[config.mk]
export PLATFORM = sky130hd
export DESIGN_NAME = trc_replay_ctl
export DESIGN_NICKNAME = d
export VERILOG_FILES = /design/src/hdl/trc_pkg.sv /design/src/hdl/trc_replay_ctl.sv /design/src/hdl/trc_fifo.sv /design/src/hdl/trc_timeout.sv
export VERILOG_INCLUDE_DIRS = /design/src /design/src/hdl
export SDC_FILE = /design/constraint.sdc
export NUM_CORES = 1
export LEC_CHECK = 0
export ABC_AREA = 1
export BUFFER_PORTS_ARGS = -buffer_cell sky130_fd_sc_hd__buf_2
export CAP_MARGIN = 10
export CORE_MARGIN = 2
export CORE_UTILIZATION = 40
export CTS_CLUSTER_DIAMETER = 80
export DETAILED_ROUTE_END_ITERATION = 7
export GPL_TIMING_DRIVEN = 0
export PLACE_DENSITY = 0.54
export SYNTH_ARGS = -nofsm -noshare
export SYNTH_HDL_FRONTEND = slang
export SYNTH_HIERARCHICAL = 1
export SYNTH_SLANG_ARGS = --single-unit
[constraint.sdc]
create_clock -name mclk -period 3.2 [get_ports mclk]
set_input_delay 0.16 -clock mclk [delete_from_list [all_inputs] [get_ports mclk]]
set_output_delay 0.16 -clock mclk [all_outputs]
set_load 0.01 [all_outputs]
[src/hdl/trc_regs.svh]
`ifndef TRC_REGS_SVH
`define TRC_REGS_SVH
// Timeout formula constants, in symbols or symbol times
`define TRC_TLP_OVERHEAD 28
`define TRC_INTERNAL_DELAY 19
`define TRC_TIMEOUT_MULT 3
// Ack factors scaled by ten
`define TRC_AF_SCALE 10
`define TRC_AF_SMALL_NARROW 14
`define TRC_AF_SMALL_X8 25
`define TRC_AF_SMALL_WIDE 30
`define TRC_AF_LARGE_NARROW 10
`define TRC_AF_LARGE_WIDE 20
// Payload code 0 means 128 bytes, each step doubles
`define TRC_MPS_BASE 128
`define TRC_MPS_SMALL_MAX 3'h1
`define TRC_LANES_NARROW_MAX 5'h04
`define TRC_LANES_X8 5'h08
// Replay counter value that wraps on the next replay
`define TRC_RNUM_WRAP 2'h3
`define TRC_TMR_W 16
`define TRC_SYM_DIV 1
`define TRC_FIFO_DEPTH 16
`define TRC_DATA_W 32
`endif

[src/hdl/trc_pkg.sv]
`default_nettype none
`include "trc_regs.svh"
package trc_pkg;
	typedef enum logic [1:0] {ST_IDLE, ST_CHECK, ST_RETRAIN, ST_REPLAY} trc_state_t;
	typedef logic [`TRC_TMR_W-1:0] trc_count_t;
endpackage
`default_nettype wire

[src/hdl/trc_replay_ctl.sv]
`default_nettype none
`include "trc_regs.svh"
module trc_replay_ctl #(
	parameter int DATA_W = `TRC_DATA_W,
	parameter int FIFO_DEPTH = `TRC_FIFO_DEPTH,
	parameter int SYM_DIV = `TRC_SYM_DIV
) (
	input wire logic mclk,
	input wire logic nrst,
	input wire logic tlValid,
	input wire logic [DATA_W-1:0] tlData,
	output logic tlReady,
	output logic txValid,
	output logic [DATA_W-1:0] txData,
	input wire logic txReady,
	input wire logic txLastSym,
	input wire logic txIsRetx,
	input wire logic ackRcvd,
	input wire logic ackAdvances,
	input wire logic nakRcvd,
	input wire logic unackPending,
	input wire logic linkUp,
	input wire logic ltssmRetrain,
	input wire logic retrainDone,
	input wire logic replayDone,
	input wire logic [2:0] maxPayload,
	input wire logic [4:0] linkLanes,
	input wire logic [`TRC_TMR_W-1:0] rxL0sAdj,
	input wire logic ackLinkL0sExit,
	output logic replayStart,
	output logic replayActive,
	output logic retrainReq,
	output logic portError,
	output logic [1:0] replayNum,
	output logic timerRunning,
	output trc_pkg::trc_count_t timerCount
);
	trc_pkg::trc_state_t state_q;
	trc_pkg::trc_state_t state_d;
	trc_pkg::trc_count_t thresh_q;
	trc_pkg::trc_count_t calcThresh;
	logic [15:0] symDiv_q;
	logic firstRetx_q;
	logic fifoAlmost;
	logic fifoOutValid;
	logic [DATA_W-1:0] fifoOutData;

	// Symbol-time enable; divider of one ticks every clock
	wire symEn = symDiv_q == 16'(SYM_DIV - 1);
	always_ff @(posedge mclk or negedge nrst) begin
		if (!nrst) begin
			symDiv_q <= '0;
		end else begin
			symDiv_q <= symEn ? '0 : symDiv_q + 16'h0001;
		end
	end

	// Payload code comes in from the configured maximum
	// Receiver L0s adjustment is applied inside the calculator
	trc_timeout uTimeout (
		.mclk(mclk),
		.nrst(nrst),
		.maxPayload(maxPayload),
		.linkLanes(linkLanes),
		.rxL0sAdj(rxL0sAdj),
		.threshold(calcThresh)
	);

	// Replay state decode
	wire inReplay = state_q != trc_pkg::ST_IDLE;
	wire blockNew = state_d != trc_pkg::ST_IDLE;
	wire wrapNext = replayNum == `TRC_RNUM_WRAP;

	// Expiry deferred while the Ack link leaves L0s
	wire atThresh = timerRunning && timerCount >= thresh_q;
	wire expire = atThresh && !ackLinkL0sExit;

	wire holdClear = !linkUp || !unackPending || expire || (nakRcvd && !inReplay);
	// First resent packet finishing restarts the timer
	wire retxRestart = firstRetx_q && txLastSym && txIsRetx;
	// Only an Ack that frees buffer entries restarts
	wire ackRestart = ackRcvd && ackAdvances;
	wire restart = retxRestart || ackRestart;
	// Plain start when not already counting
	wire start = txLastSym && !timerRunning;
	wire advance = timerRunning && symEn && !ltssmRetrain && !atThresh;

	// Replay triggered by Nak or by timer expiry
	wire trigger = linkUp && !inReplay && (nakRcvd || expire);

	// Timer count, running flag and latched threshold
	// Counting spans last symbol of oldest packet to resend
	always_ff @(posedge mclk or negedge nrst) begin
		if (!nrst) begin
			timerRunning <= 1'b0;
			timerCount <= '0;
			thresh_q <= '1;
		end else if (holdClear) begin
			// Nothing outstanding keeps the timer at zero
			timerRunning <= 1'b0;
			timerCount <= '0;
		end else if (restart || start) begin
			timerRunning <= 1'b1;
			timerCount <= '0;
			// New width or payload applies from this start
			thresh_q <= calcThresh;
		end else if (advance) begin
			timerCount <= timerCount + 1'b1;
		end
	end

	// Next replay state
	always_comb begin
		state_d = state_q;
		unique case (state_q)
			trc_pkg::ST_IDLE: begin
				if (trigger) begin
					state_d = trc_pkg::ST_CHECK;
				end
			end
			trc_pkg::ST_CHECK: begin
				// Nothing left to resend ends the replay here
				if (!unackPending) begin
					state_d = trc_pkg::ST_IDLE;
				end else if (wrapNext) begin
					state_d = trc_pkg::ST_RETRAIN;
				end else begin
					state_d = trc_pkg::ST_REPLAY;
				end
			end
			trc_pkg::ST_RETRAIN: begin
				// Resend only once retraining has completed
				if (retrainDone) begin
					state_d = trc_pkg::ST_REPLAY;
				end
			end
			trc_pkg::ST_REPLAY: begin
				if (replayDone) begin
					state_d = trc_pkg::ST_IDLE;
				end
			end
		endcase
		// Link down drops back to inactive
		if (!linkUp) begin
			state_d = trc_pkg::ST_IDLE;
		end
	end

	// Entry into the resend phase
	wire enterReplay = state_d == trc_pkg::ST_REPLAY && state_q != trc_pkg::ST_REPLAY;
	wire checkPass = state_q == trc_pkg::ST_CHECK && unackPending && linkUp;

	// State, replay counter and event pulses
	always_ff @(posedge mclk or negedge nrst) begin
		if (!nrst) begin
			state_q <= trc_pkg::ST_IDLE;
			replayNum <= '0;
			replayStart <= 1'b0;
			replayActive <= 1'b0;
			retrainReq <= 1'b0;
			portError <= 1'b0;
		end else begin
			state_q <= state_d;
			replayActive <= blockNew;
			replayStart <= enterReplay;
			// Wrap asks for retraining and flags a port error
			retrainReq <= checkPass && wrapNext;
			portError <= checkPass && wrapNext;
			// Counter survives retrain, cleared on link down
			if (!linkUp) begin
				replayNum <= '0;
			end else if (checkPass) begin
				replayNum <= replayNum + 1'b1;
			end else if (ackRestart && !inReplay) begin
				replayNum <= '0;
			end
		end
	end

	// First resent packet marker for the restart point
	always_ff @(posedge mclk or negedge nrst) begin
		if (!nrst) begin
			firstRetx_q <= 1'b0;
		end else if (!linkUp || retxRestart) begin
			firstRetx_q <= 1'b0;
		end else if (enterReplay) begin
			firstRetx_q <= 1'b1;
		end
	end

	// New packets buffered ahead of the transmitter
	wire fifoPush = tlValid && tlReady;
	wire outFree = !txValid || txReady;
	wire fifoPop = fifoOutValid && outFree && !inReplay;

	trc_fifo #(
		.WIDTH(DATA_W),
		.DEPTH(FIFO_DEPTH)
	) uFifo (
		.mclk(mclk),
		.nrst(nrst),
		.inValid(fifoPush),
		.inReady(),
		.almostFull(fifoAlmost),
		.inData(tlData),
		.outValid(fifoOutValid),
		.outReady(fifoPop),
		.outData(fifoOutData)
	);

	// Ready is registered one slot early so a push never overflows
	// Transaction layer is held off during any replay
	always_ff @(posedge mclk or negedge nrst) begin
		if (!nrst) begin
			tlReady <= 1'b0;
		end else begin
			tlReady <= !fifoAlmost && !blockNew;
		end
	end

	// Output stage; stalls on txReady so the FIFO can fill
	always_ff @(posedge mclk or negedge nrst) begin
		if (!nrst) begin
			txValid <= 1'b0;
			txData <= '0;
		end else if (outFree) begin
			txValid <= fifoPop;
			if (fifoPop) begin
				txData <= fifoOutData;
			end
		end
	end
endmodule
`default_nettype wire

[src/hdl/trc_fifo.sv]
`default_nettype none
`include "trc_regs.svh"
module trc_fifo #(
	parameter int WIDTH = `TRC_DATA_W,
	parameter int DEPTH = `TRC_FIFO_DEPTH
) (
	input wire logic mclk,
	input wire logic nrst,
	input wire logic inValid,
	output logic inReady,
	output logic almostFull,
	input wire logic [WIDTH-1:0] inData,
	output logic outValid,
	input wire logic outReady,
	output logic [WIDTH-1:0] outData
);
	localparam int AW = $clog2(DEPTH);
	logic [WIDTH-1:0] mem_q [DEPTH];
	logic [AW-1:0] wrPtr_q;
	logic [AW-1:0] rdPtr_q;
	logic [AW:0] count_q;
	wire push = inValid && inReady;
	wire pop = outValid && outReady;

	// Honest flags straight from the occupancy count
	assign inReady = count_q != DEPTH[AW:0];
	assign almostFull = count_q >= DEPTH[AW:0] - {{AW{1'b0}}, 1'b1};
	assign outValid = count_q != '0;
	assign outData = mem_q[rdPtr_q];

	// Storage, no reset needed on data
	always_ff @(posedge mclk) begin
		if (push) begin
			mem_q[wrPtr_q] <= inData;
		end
	end

	// Pointers wrap at the depth, not the power of two
	always_ff @(posedge mclk or negedge nrst) begin
		if (!nrst) begin
			wrPtr_q <= '0;
			rdPtr_q <= '0;
			count_q <= '0;
		end else begin
			if (push) begin
				wrPtr_q <= (wrPtr_q == AW'(DEPTH - 1)) ? '0 : wrPtr_q + 1'b1;
			end
			if (pop) begin
				rdPtr_q <= (rdPtr_q == AW'(DEPTH - 1)) ? '0 : rdPtr_q + 1'b1;
			end
			count_q <= count_q + {{AW{1'b0}}, push} - {{AW{1'b0}}, pop};
		end
	end
endmodule
`default_nettype wire

[src/hdl/trc_timeout.sv]
`default_nettype none
`include "trc_regs.svh"
module trc_timeout (
	input wire logic mclk,
	input wire logic nrst,
	input wire logic [2:0] maxPayload,
	input wire logic [4:0] linkLanes,
	input wire logic [`TRC_TMR_W-1:0] rxL0sAdj,
	output trc_pkg::trc_count_t threshold
);
	// Unadjusted timeout from payload and width
	function automatic trc_pkg::trc_count_t trc_unadj(input logic [2:0] mps, input logic [4:0] lanes);
		int bytes;
		int af;
		int ln;
		int lat;
		bytes = `TRC_MPS_BASE << mps;
		ln = (lanes == 5'h00) ? 1 : int'(lanes);
		if (mps <= `TRC_MPS_SMALL_MAX) begin
			af = (lanes <= `TRC_LANES_NARROW_MAX) ? `TRC_AF_SMALL_NARROW :
				(lanes == `TRC_LANES_X8) ? `TRC_AF_SMALL_X8 : `TRC_AF_SMALL_WIDE;
		end else begin
			af = (lanes <= `TRC_LANES_NARROW_MAX) ? `TRC_AF_LARGE_NARROW : `TRC_AF_LARGE_WIDE;
		end
		// Fixed packet overhead, fixed internal delay
		lat = ((bytes + `TRC_TLP_OVERHEAD) * af) / (`TRC_AF_SCALE * ln) + `TRC_INTERNAL_DELAY;
		return trc_pkg::trc_count_t'(lat * `TRC_TIMEOUT_MULT);
	endfunction

	wire trc_pkg::trc_count_t rawTimeout = trc_unadj(maxPayload, linkLanes);
	// Subtract own receiver L0s exit time, never below one
	wire adjFits = rawTimeout > rxL0sAdj;
	wire trc_pkg::trc_count_t adjTimeout = adjFits ? rawTimeout - rxL0sAdj : `TRC_TMR_W'(1);

	// Registered to keep the divider out of the timer path
	always_ff @(posedge mclk or negedge nrst) begin
		if (!nrst) begin
			threshold <= '1;
		end else begin
			threshold <= adjTimeout;
		end
	end
endmodule
`default_nettype wire

==> results.md, run 1 <==
- Measured along the x axis, the die boundary spans 378 um.
- The net total in the final layout is between 9,000 and 10,000.
- In this run the deepest clock path goes through 3 buffers.
- Across all layers, the routed design uses 53,600 vias.
- The number of cells on the worst reg-to-reg path is 14.
- For the worst setup path, the data arrival time is 55.42 ns.
- The path with the worst hold slack has its endpoint at uTimeout/threshold[11].
- The number of antenna violations at the first check in global routing came to 10.
- The post-synthesis to final-layout area growth is 30.2%.
- The flip-flop and latch count after synthesis is 632.
- The most frequent cell on the critical path is buf_4.
- The capture instance of the worst register-to-register path is uFifo/count_q[4].
- Routability-driven placement finished with a final weighted congestion of between 0.9 and 1.
- Input and output buffers added on the ports amount to around 130.
- The count of standard-cell rows is 137.
- The checks that failed: design-rule violations, negative setup slack.
- The final routed wire length divided by cell count is about 17 um.
- The number of nets with antenna violations after detailed routing is 0.
- Dividing the detail-routed via count by the number of cells gives 4.97.
- The worst register-to-register path begins at uFifo/count_q[2].
- Summed over all layers, the global routing overflow is 0.
- For this run, asynchronously set or reset flops after synthesis account for a little under a fifth.
- For this run, the register share of the synthesized area comes to 32.9%.
- Cells with a size suffix above 1 make up a little over a quarter of the layout.
- Yosys mapped the design onto 74 distinct sky130hd cell types.
- The floorplan step defined a die boundary enclosing between 0.1 and 0.15 sq mm.
- The count of flip-flops with a built-in enable after synthesis is 512.
- The worst register-to-register path has a setup slack of 0.16 ns.
- The top fanout value on the critical path is 8.
- Yosys instantiated no cell more often than nand2_1.
- The via count of the first global-routing pass is 52,000.
- The starting utilization of the core area is 40.2%.
- Along the worst hold path, the cell count comes to 5.
- The type of origin of the critical path is an input pin.
- The final-report setup violation count is 16.
- The total count of max-transition violations in the final report is 0.
- Setup repair after global routing could not meet its margin everywhere.
- Tracing the worst setup path back leads to its startpoint at linkLanes[1].
- The reported max-cap violation count is 0.
- From bottom edge to top edge, the die measures 378 um.
- The flow ran to the end, but the final reports show violations.
- The worst pin sits at a relative slew slack of a little over a fifth.
- The slew at the pin closest to its max-slew limit is 1.18 ns.
- The worst slack after detailed placement is -64.12 ns.
- The total routing usage reported by global routing is about a quarter.
- The fill cell total of the finished layout is 13,200.
- In this run the clock root is driven by a clkbuf_16.
- The first global-routing pass estimated 283 mm of wire.
- The synthesized design devotes to its leading area cell type 27.5% of total area.
- After synthesis, the mean cell area works out to 7.21 sq um.
- The delay of the slowest cell on the worst path is 0.41 ns.
- The clock period minus final worst setup slack is 54.84 ns.
- The critical path endpoint category is a flip-flop.
- TritonCTS built the clock tree.
- Entering global routing, the biggest net connects 65 pins.
- The number of buffers inserted during clock tree synthesis is slightly above 70.
- The worst path uses 1710% of the clock period.
- Derived from the worst setup path, the maximum achievable clock frequency is 18.2 MHz.
- The total length of routed wires is 183 mm.
- The final-report hold violation count is 0.
- The flip-flop cell with the highest count after synthesis is edfxtp_1.
- STA puts the critical path data required time at 3.79 ns.
- The kind of critical path is in -> reg.
- Summing every instance area after synthesis gives between 0.05 and 0.06 sq mm.
- In the synthesized netlist, the number of instances is ~7,800.
- For this run, design rule violations remaining after detail routing come to 2.
- The slowest stage of the critical path belongs to the cell fa_2.
- The core area is 0.139 sq mm.
- Counting every sink on the clock net gives 632.
- At the later pin of the worst-skew pair, clock insertion delay measures 0.68 ns.
- For this run, the number of Yosys warnings is 6.
- The number of primary I/O pins is roughly 130.
- On the final layout, the worst clock skew is about 0.036 ns.
- Before antenna repair, the detailed router went through 8 iterations.
- In this run the most critical hold path is launched from rxL0sAdj[10].
- The clock transition at the registers of the reported paths is 0.05 ns.
- The type of the tightest min-delay check is in -> reg.
- By area the synthesized netlist is led by edfxtp_1 27%, nand2_1 14%, inv_1 9.0%.
- The DRC violation total after the first TritonRoute iteration is 3,414.
- The post-synthesis cell type with the largest combined area is edfxtp_1.
- By count the netlist is led by 2,127 x nand2_1, 1,348 x inv_1, 786 x nand3_1.
- Detailed placement finished with a half-perimeter wire length of 129 mm.
- The clock tree synthesis step divided the H-tree into 3 levels.
- In the post-route analysis, the smallest setup slack over all paths is -51.64 ns.
## worst max-delay path: cells and delay by family
family / cells / cell delay [ns]
AND/OR/NAND/NOR: 186 / 17.91
buffers and inverters: 147 / 15.84
XOR/XNOR: 3 / 0.57
AO/OA/AOI/OAI: 94 / 13.06
adder cells (fa/ha/maj): 32 / 7.77
## routing by layer
| layer | up-vias | track usage, % | part of all wire [%] |
|---|---|---|---|
| met5 | - | 0 | 0.037 |
| met4 | 10 | 6.68 | 2.6 |
| met3 | 299 | 2.58 | 4.0 |
| met2 | 1133 | 45.3 | 50 |
| met1 | 25100 | 31.5 | 44 |
| li1 | 27000 | - | - |
## sequential cells by signal (all words and copies together), names as in the netlist, 2 cells and up
register and flops:
timerCount 16, symDiv_q 16, replayNum 2, uFifo/mem_q 512, state_q 2, uFifo/count_q 5, uFifo/wrPtr_q 4, uTimeout/threshold 16
txData 32, thresh_q 16, uFifo/rdPtr_q 4
## stage by stage
step | std cells | setup TNS [ns] | hold WS, ns | area, sq um | util (%)
after CTS | 10600 | -806.43 | 0.00248 | 70700 | 50.8
after detailed placement | 9796 | -1037.53 | 0.170 | 60500 | 43.5
after global routing | 10800 | -874.66 | 0.0559 | 72800 | 52.3
after floorplan | 7775 | -852.92 | -0.136 | 57000 | -
final | 10800 | -825.80 | 0.0528 | 72800 | 52.3
after global placement | 9777 | -1772.96 | 0.438 | 59900 | 43.1
## what timing repair did
item / 4_1_cts / 5_1_grt
endpoints found under the hold margin: 662 / 0
hold buffers: 55 / 0
pin swaps: 387 / 312
resized for setup: 504 / 225
endpoints found under the setup margin: 54 / 18
cloned: 20 / 0
buffers inserted: 631 / 145
## logic make-up after synthesis
| logic type | count (synthesis) | share of synthesized area [%] |
|---|---|---|
| simple gates | 4207 | 35.7 |
| buf+inv | 1633 | 12.1 |
| compound gates | 664 | 6.73 |
| flops | 632 | 32.9 |
| fa+ha+maj | 364 | 8.45 |
| xor+xnor | 253 | 3.96 |
| mux | 3 | 0.0537 |
| other cells | 2 | 0.0134 |
## cell type report
cell class / instances / area (sq um) / share of cell area (%)
clock inverter: 24 / 378 / 0.519
multi-input combinational: 5515 / 34500 / 47.4
antenna: 4 / 10.0 / 0.0137
clock buffer: 109 / 2100 / 2.88
sequential: 632 / 18400 / 25.3
inverter: 1450 / 5600 / 7.69
timing repair inverter: 2 / 13.8 / 0.0189
buffer: 177 / 1630 / 2.24
timing repair buffer: 988 / 7760 / 10.7
tap: 1876 / 2350 / 3.22
## worst max-delay path by stage
stage | endpoint | slack, ns
finish | uTimeout/threshold[12] | -51.64
global route | uTimeout/threshold[13] | -54.69
CTS | uTimeout/threshold[11] | -50.46
detailed placement | uTimeout/threshold[2] | -64.12
global placement | uTimeout/threshold[2] | -63.77
floorplan | uTimeout/threshold[11] | -53.40
## cells in the final DEF (no fill, tap or decap), types with 88 or more instances in the layout
| cell type | count |
|---|---|
| nand3_2 | 107 |
| nand2_2 | 214 |
| buf_2 | 182 |
| inv_1 | 1284 |
| buf_4 | 785 |
| inv_2 | 104 |
| nand4_1 | 158 |
| a21oi_1 | 147 |
| edfxtp_1 | 512 |
| xor2_1 | 171 |
| nand3_1 | 761 |
| nor2_2 | 92 |
| nand2_1 | 2035 |
| nor2_1 | 459 |
| ha_1 | 251 |
| o21ai_0 | 132 |
| dfrtp_1 | 88 |
| nor2_4 | 112 |
Power of run 1 is left out: the tool's default activity adds up to more than one toggle a clock period on the data nets, which glitch-free logic cannot reach.
==> run 2, diff against run 1 <==
- CORE_UTILIZATION: 40 -> 35
- PLACE_DENSITY: 0.54 -> 0.49
==> run 2 against run 1 <==
Effect of this change: the run ends with negative setup slack left; non-clock buffer count down 95; sequential cell count unchanged; worst setup slack better by 0.44 ns; clock skew up 0.0096 ns; sequential share of layout area up 0.14 points; core utilization down 6.6 points; critical path depth down 3; critical path type unchanged; critical endpoint is now uTimeout/threshold[6]; largest cell class unchanged; highest routed layer unchanged.
==> results.md, run 2 (synthesized netlist as in run 1, its figures left out) <==
- The total count of max-transition violations in the final report is 0 (unchanged).
- The number of placed cells counting well taps is 9,992 (+2.0%).
- The clock tree from TritonCTS is yes.
- The number of nets with antenna violations after detailed routing is 0 (unchanged).
- The delay of the slowest cell on the worst path was 0.41 ns (about the same).
- The total length of routed wires was 185 mm (+1.2%).
- The DRC violation total after the first TritonRoute iteration is 3,130 (-8.3%).
- The number of detailed-routing iterations run before antenna repair is 5 (-3).
- The placer's final routability congestion estimate is 0.880 (-3.3%).
- The fraction of layout instances using a drive strength above 1 is 26.0% (-0.97 points).
- The clock period minus final worst setup slack is 54.40 ns (-0.439 ns).
- The period utilization was 1700% (-14 points).
- The number of sinks on the clock net is 632 (unchanged).
- The largest registers in the layout are uFifo/mem_q (512), txData (32).
- The flow ran to the end, but the final reports show violations.
- The global-route congestion overflow total is 0 (unchanged).
- The top fanout value on the critical path is 8 (unchanged).
- The reported max-cap violation count is 0 (unchanged).
- The library cell contributing the largest single delay on the critical path is fa_2.
- uFifo/mem_q holds more flip-flops than any other register.
- Setup repair after global routing could not meet its margin everywhere.
- The maximum number of pins on one net before global-route repair is 65 (unchanged).
- The total number of H-tree levels is 3 (unchanged).
- By instance count, the cell type seen most on the critical path is nor2_4.
- The half-perimeter wire length of the detailed placement result is 132 mm (+2.5%).
- The first-pass GRT wire length is 286 mm (+1.0%).
- The count of non-filler cells in the finished layout is 10,900 (+0.97%).
- The critical path endpoint category is a flip-flop.
- The fill cell total of the finished layout is 15,800 (+20%).
- The core area is 0.159 sq mm (+14%).
- The number of I/O port buffers is 126 (unchanged).
- The total routing usage reported by global routing was 22.1% (-2.9 points).
- The net total in the final layout came to 9,179 (-1.0%).
- The root buffer cell chosen for the clock tree is clkbuf_16.
- The number of flip-flops under the largest register name is 512 (unchanged).
- The full die area is 0.163 sq mm (+14%).
- The total via count in the routed design is 53,100 (-0.85%).
- The required time at the worst-slack endpoint is 3.79 ns (about the same).
- Leaving out fill and tap cells, the most frequent cells in the layout are 2,038 x nand2_1, 1,285 x inv_1, 764 x nand3_1.
- The starting utilization of the core area is 35.3% (-4.9 points).
- The clock latency of the later-clocked register in the worst-skew pair is 0.69 ns (about the same).
- The overall die height is 404 um (+6.8%).
- The final-report setup violation count came to 16 (unchanged).
- The sequential cell area is 0.0184 sq mm (unchanged).
- The commonest non-fill, non-tap cell in the layout is nand2_1.
- The final worst slack is -51.20 ns (+0.439 ns).
- The via-per-instance ratio is 4.88 (-1.8%).
- The relative max-transition margin is 25.0% (+3.7 points).
- The final design utilization is 45.7% (-6.6 points).
- The worst setup path is of the in -> reg kind.
- The timing-limited maximum frequency is 18.4 MHz (+0.81%).
- The clock transition at the registers of the reported paths is 0.05 ns (about the same).
- The final-report hold violation count is 0 (unchanged).
- The footprint of the multi-input gates is 0.0345 sq mm (about the same).
- The type of origin of the critical path is an input pin.
- The checks that failed: negative setup slack.
- The number of antenna violations at the first check in global routing is 7 (-3).
- The count of standard-cell rows was 146 (+6.6%).
- The clock skew is 0.0455 ns (+0.00963 ns).
- The arrival time of the worst setup path is 54.99 ns (-0.43 ns).
- The largest buffer count on any clock path is 3 (unchanged).
- The number of primary I/O pins came to 128 (unchanged).
- The die width is 404 um (+6.8%).
- The final routed wire length divided by cell count is 17.0 um (+0.24%).
- The slew at the pin closest to its max-slew limit is 1.12 ns (-0.0557 ns).
- The number of design rule violations left after detail routing is 0 (-2).
- The number of buffers inserted during clock tree synthesis is 73 (+1.4%).
- The post-synthesis to final-layout area growth is 29.5%.
- The via count of the first global-routing pass came to 51,400 (-1.1%).
- The type of the tightest min-delay check is in -> async.
-- run 2: worst paths after layout --
check,slack (ns),endpoint,from,depth (start not counted)
hold reg to reg,0.45,thresh_q[4],uTimeout/threshold[4],2
min in group mclk,0.09,uTimeout/threshold[1],rxL0sAdj[1],5
setup / recovery,-51.20,uTimeout/threshold[6],linkLanes[1],459
max in group asynchronous,2.29,txData[8],nrst,3
setup reg to reg,0.19,uFifo/count_q[4],uFifo/count_q[2],14
hold / removal,0.03,replayNum[0],nrst,2
-- run 2: layer usage --
metal  global-route usage (%)  up-vias  part of all wire, %
li1                         -    26800                    -
met1                     28.1    25000                   44
met3                     2.28      270                  3.8
met5                        0        -                0.024
met4                     5.44        8                  2.4
met2                     39.8     1027                   50
-- run 2: repair_timing --
item	CTS	global route
pin swaps	380	261
setup endpoints to repair	54	18
hold endpoints to repair	652	1
gates cloned	21	0
hold buffers	52	1
resized for setup	472	227
buffers inserted	549	131
-- run 2: cell type report --
type,count,area share [%]
Antenna cell,4,0.0138
Buffer,178,2.30
Clock buffer,92,2.70
Clock inverter,44,0.817
Inverter,1450,7.73
Multi-Input combinational cell,5514,47.7
Sequential cell,632,25.4
Tap cell,2072,3.58
Timing Repair Buffer,892,9.70
Timing Repair inverter,3,0.0294
-- run 2: critical path: cells and delay by family --
family / cells / cell delay (ns)
AND/OR/NAND/NOR: 187 / 18.02
AO/OA/AOI/OAI: 106 / 14.48
buffers and inverters: 129 / 13.24
adder cells (fa/ha/maj): 34 / 8.35
XOR/XNOR: 2 / 0.35
multiplexers: 1 / 0.14
-- run 2: stage by stage --
stage                     cell area, sq um  setup slack [ns]   TNS, ns  hold slack, ns
after CTS                            70200            -50.65   -809.69         0.00872
after floorplan                      57000            -53.40   -852.92          -0.136
final                                72400            -51.20   -818.22          0.0337
after detailed placement             60700            -64.41  -1041.19           0.179
after global routing                 72400            -54.67   -873.67          0.0387
after global placement               60200            -63.94  -1809.89           0.442
Power of run 2 is left out for the same reason.
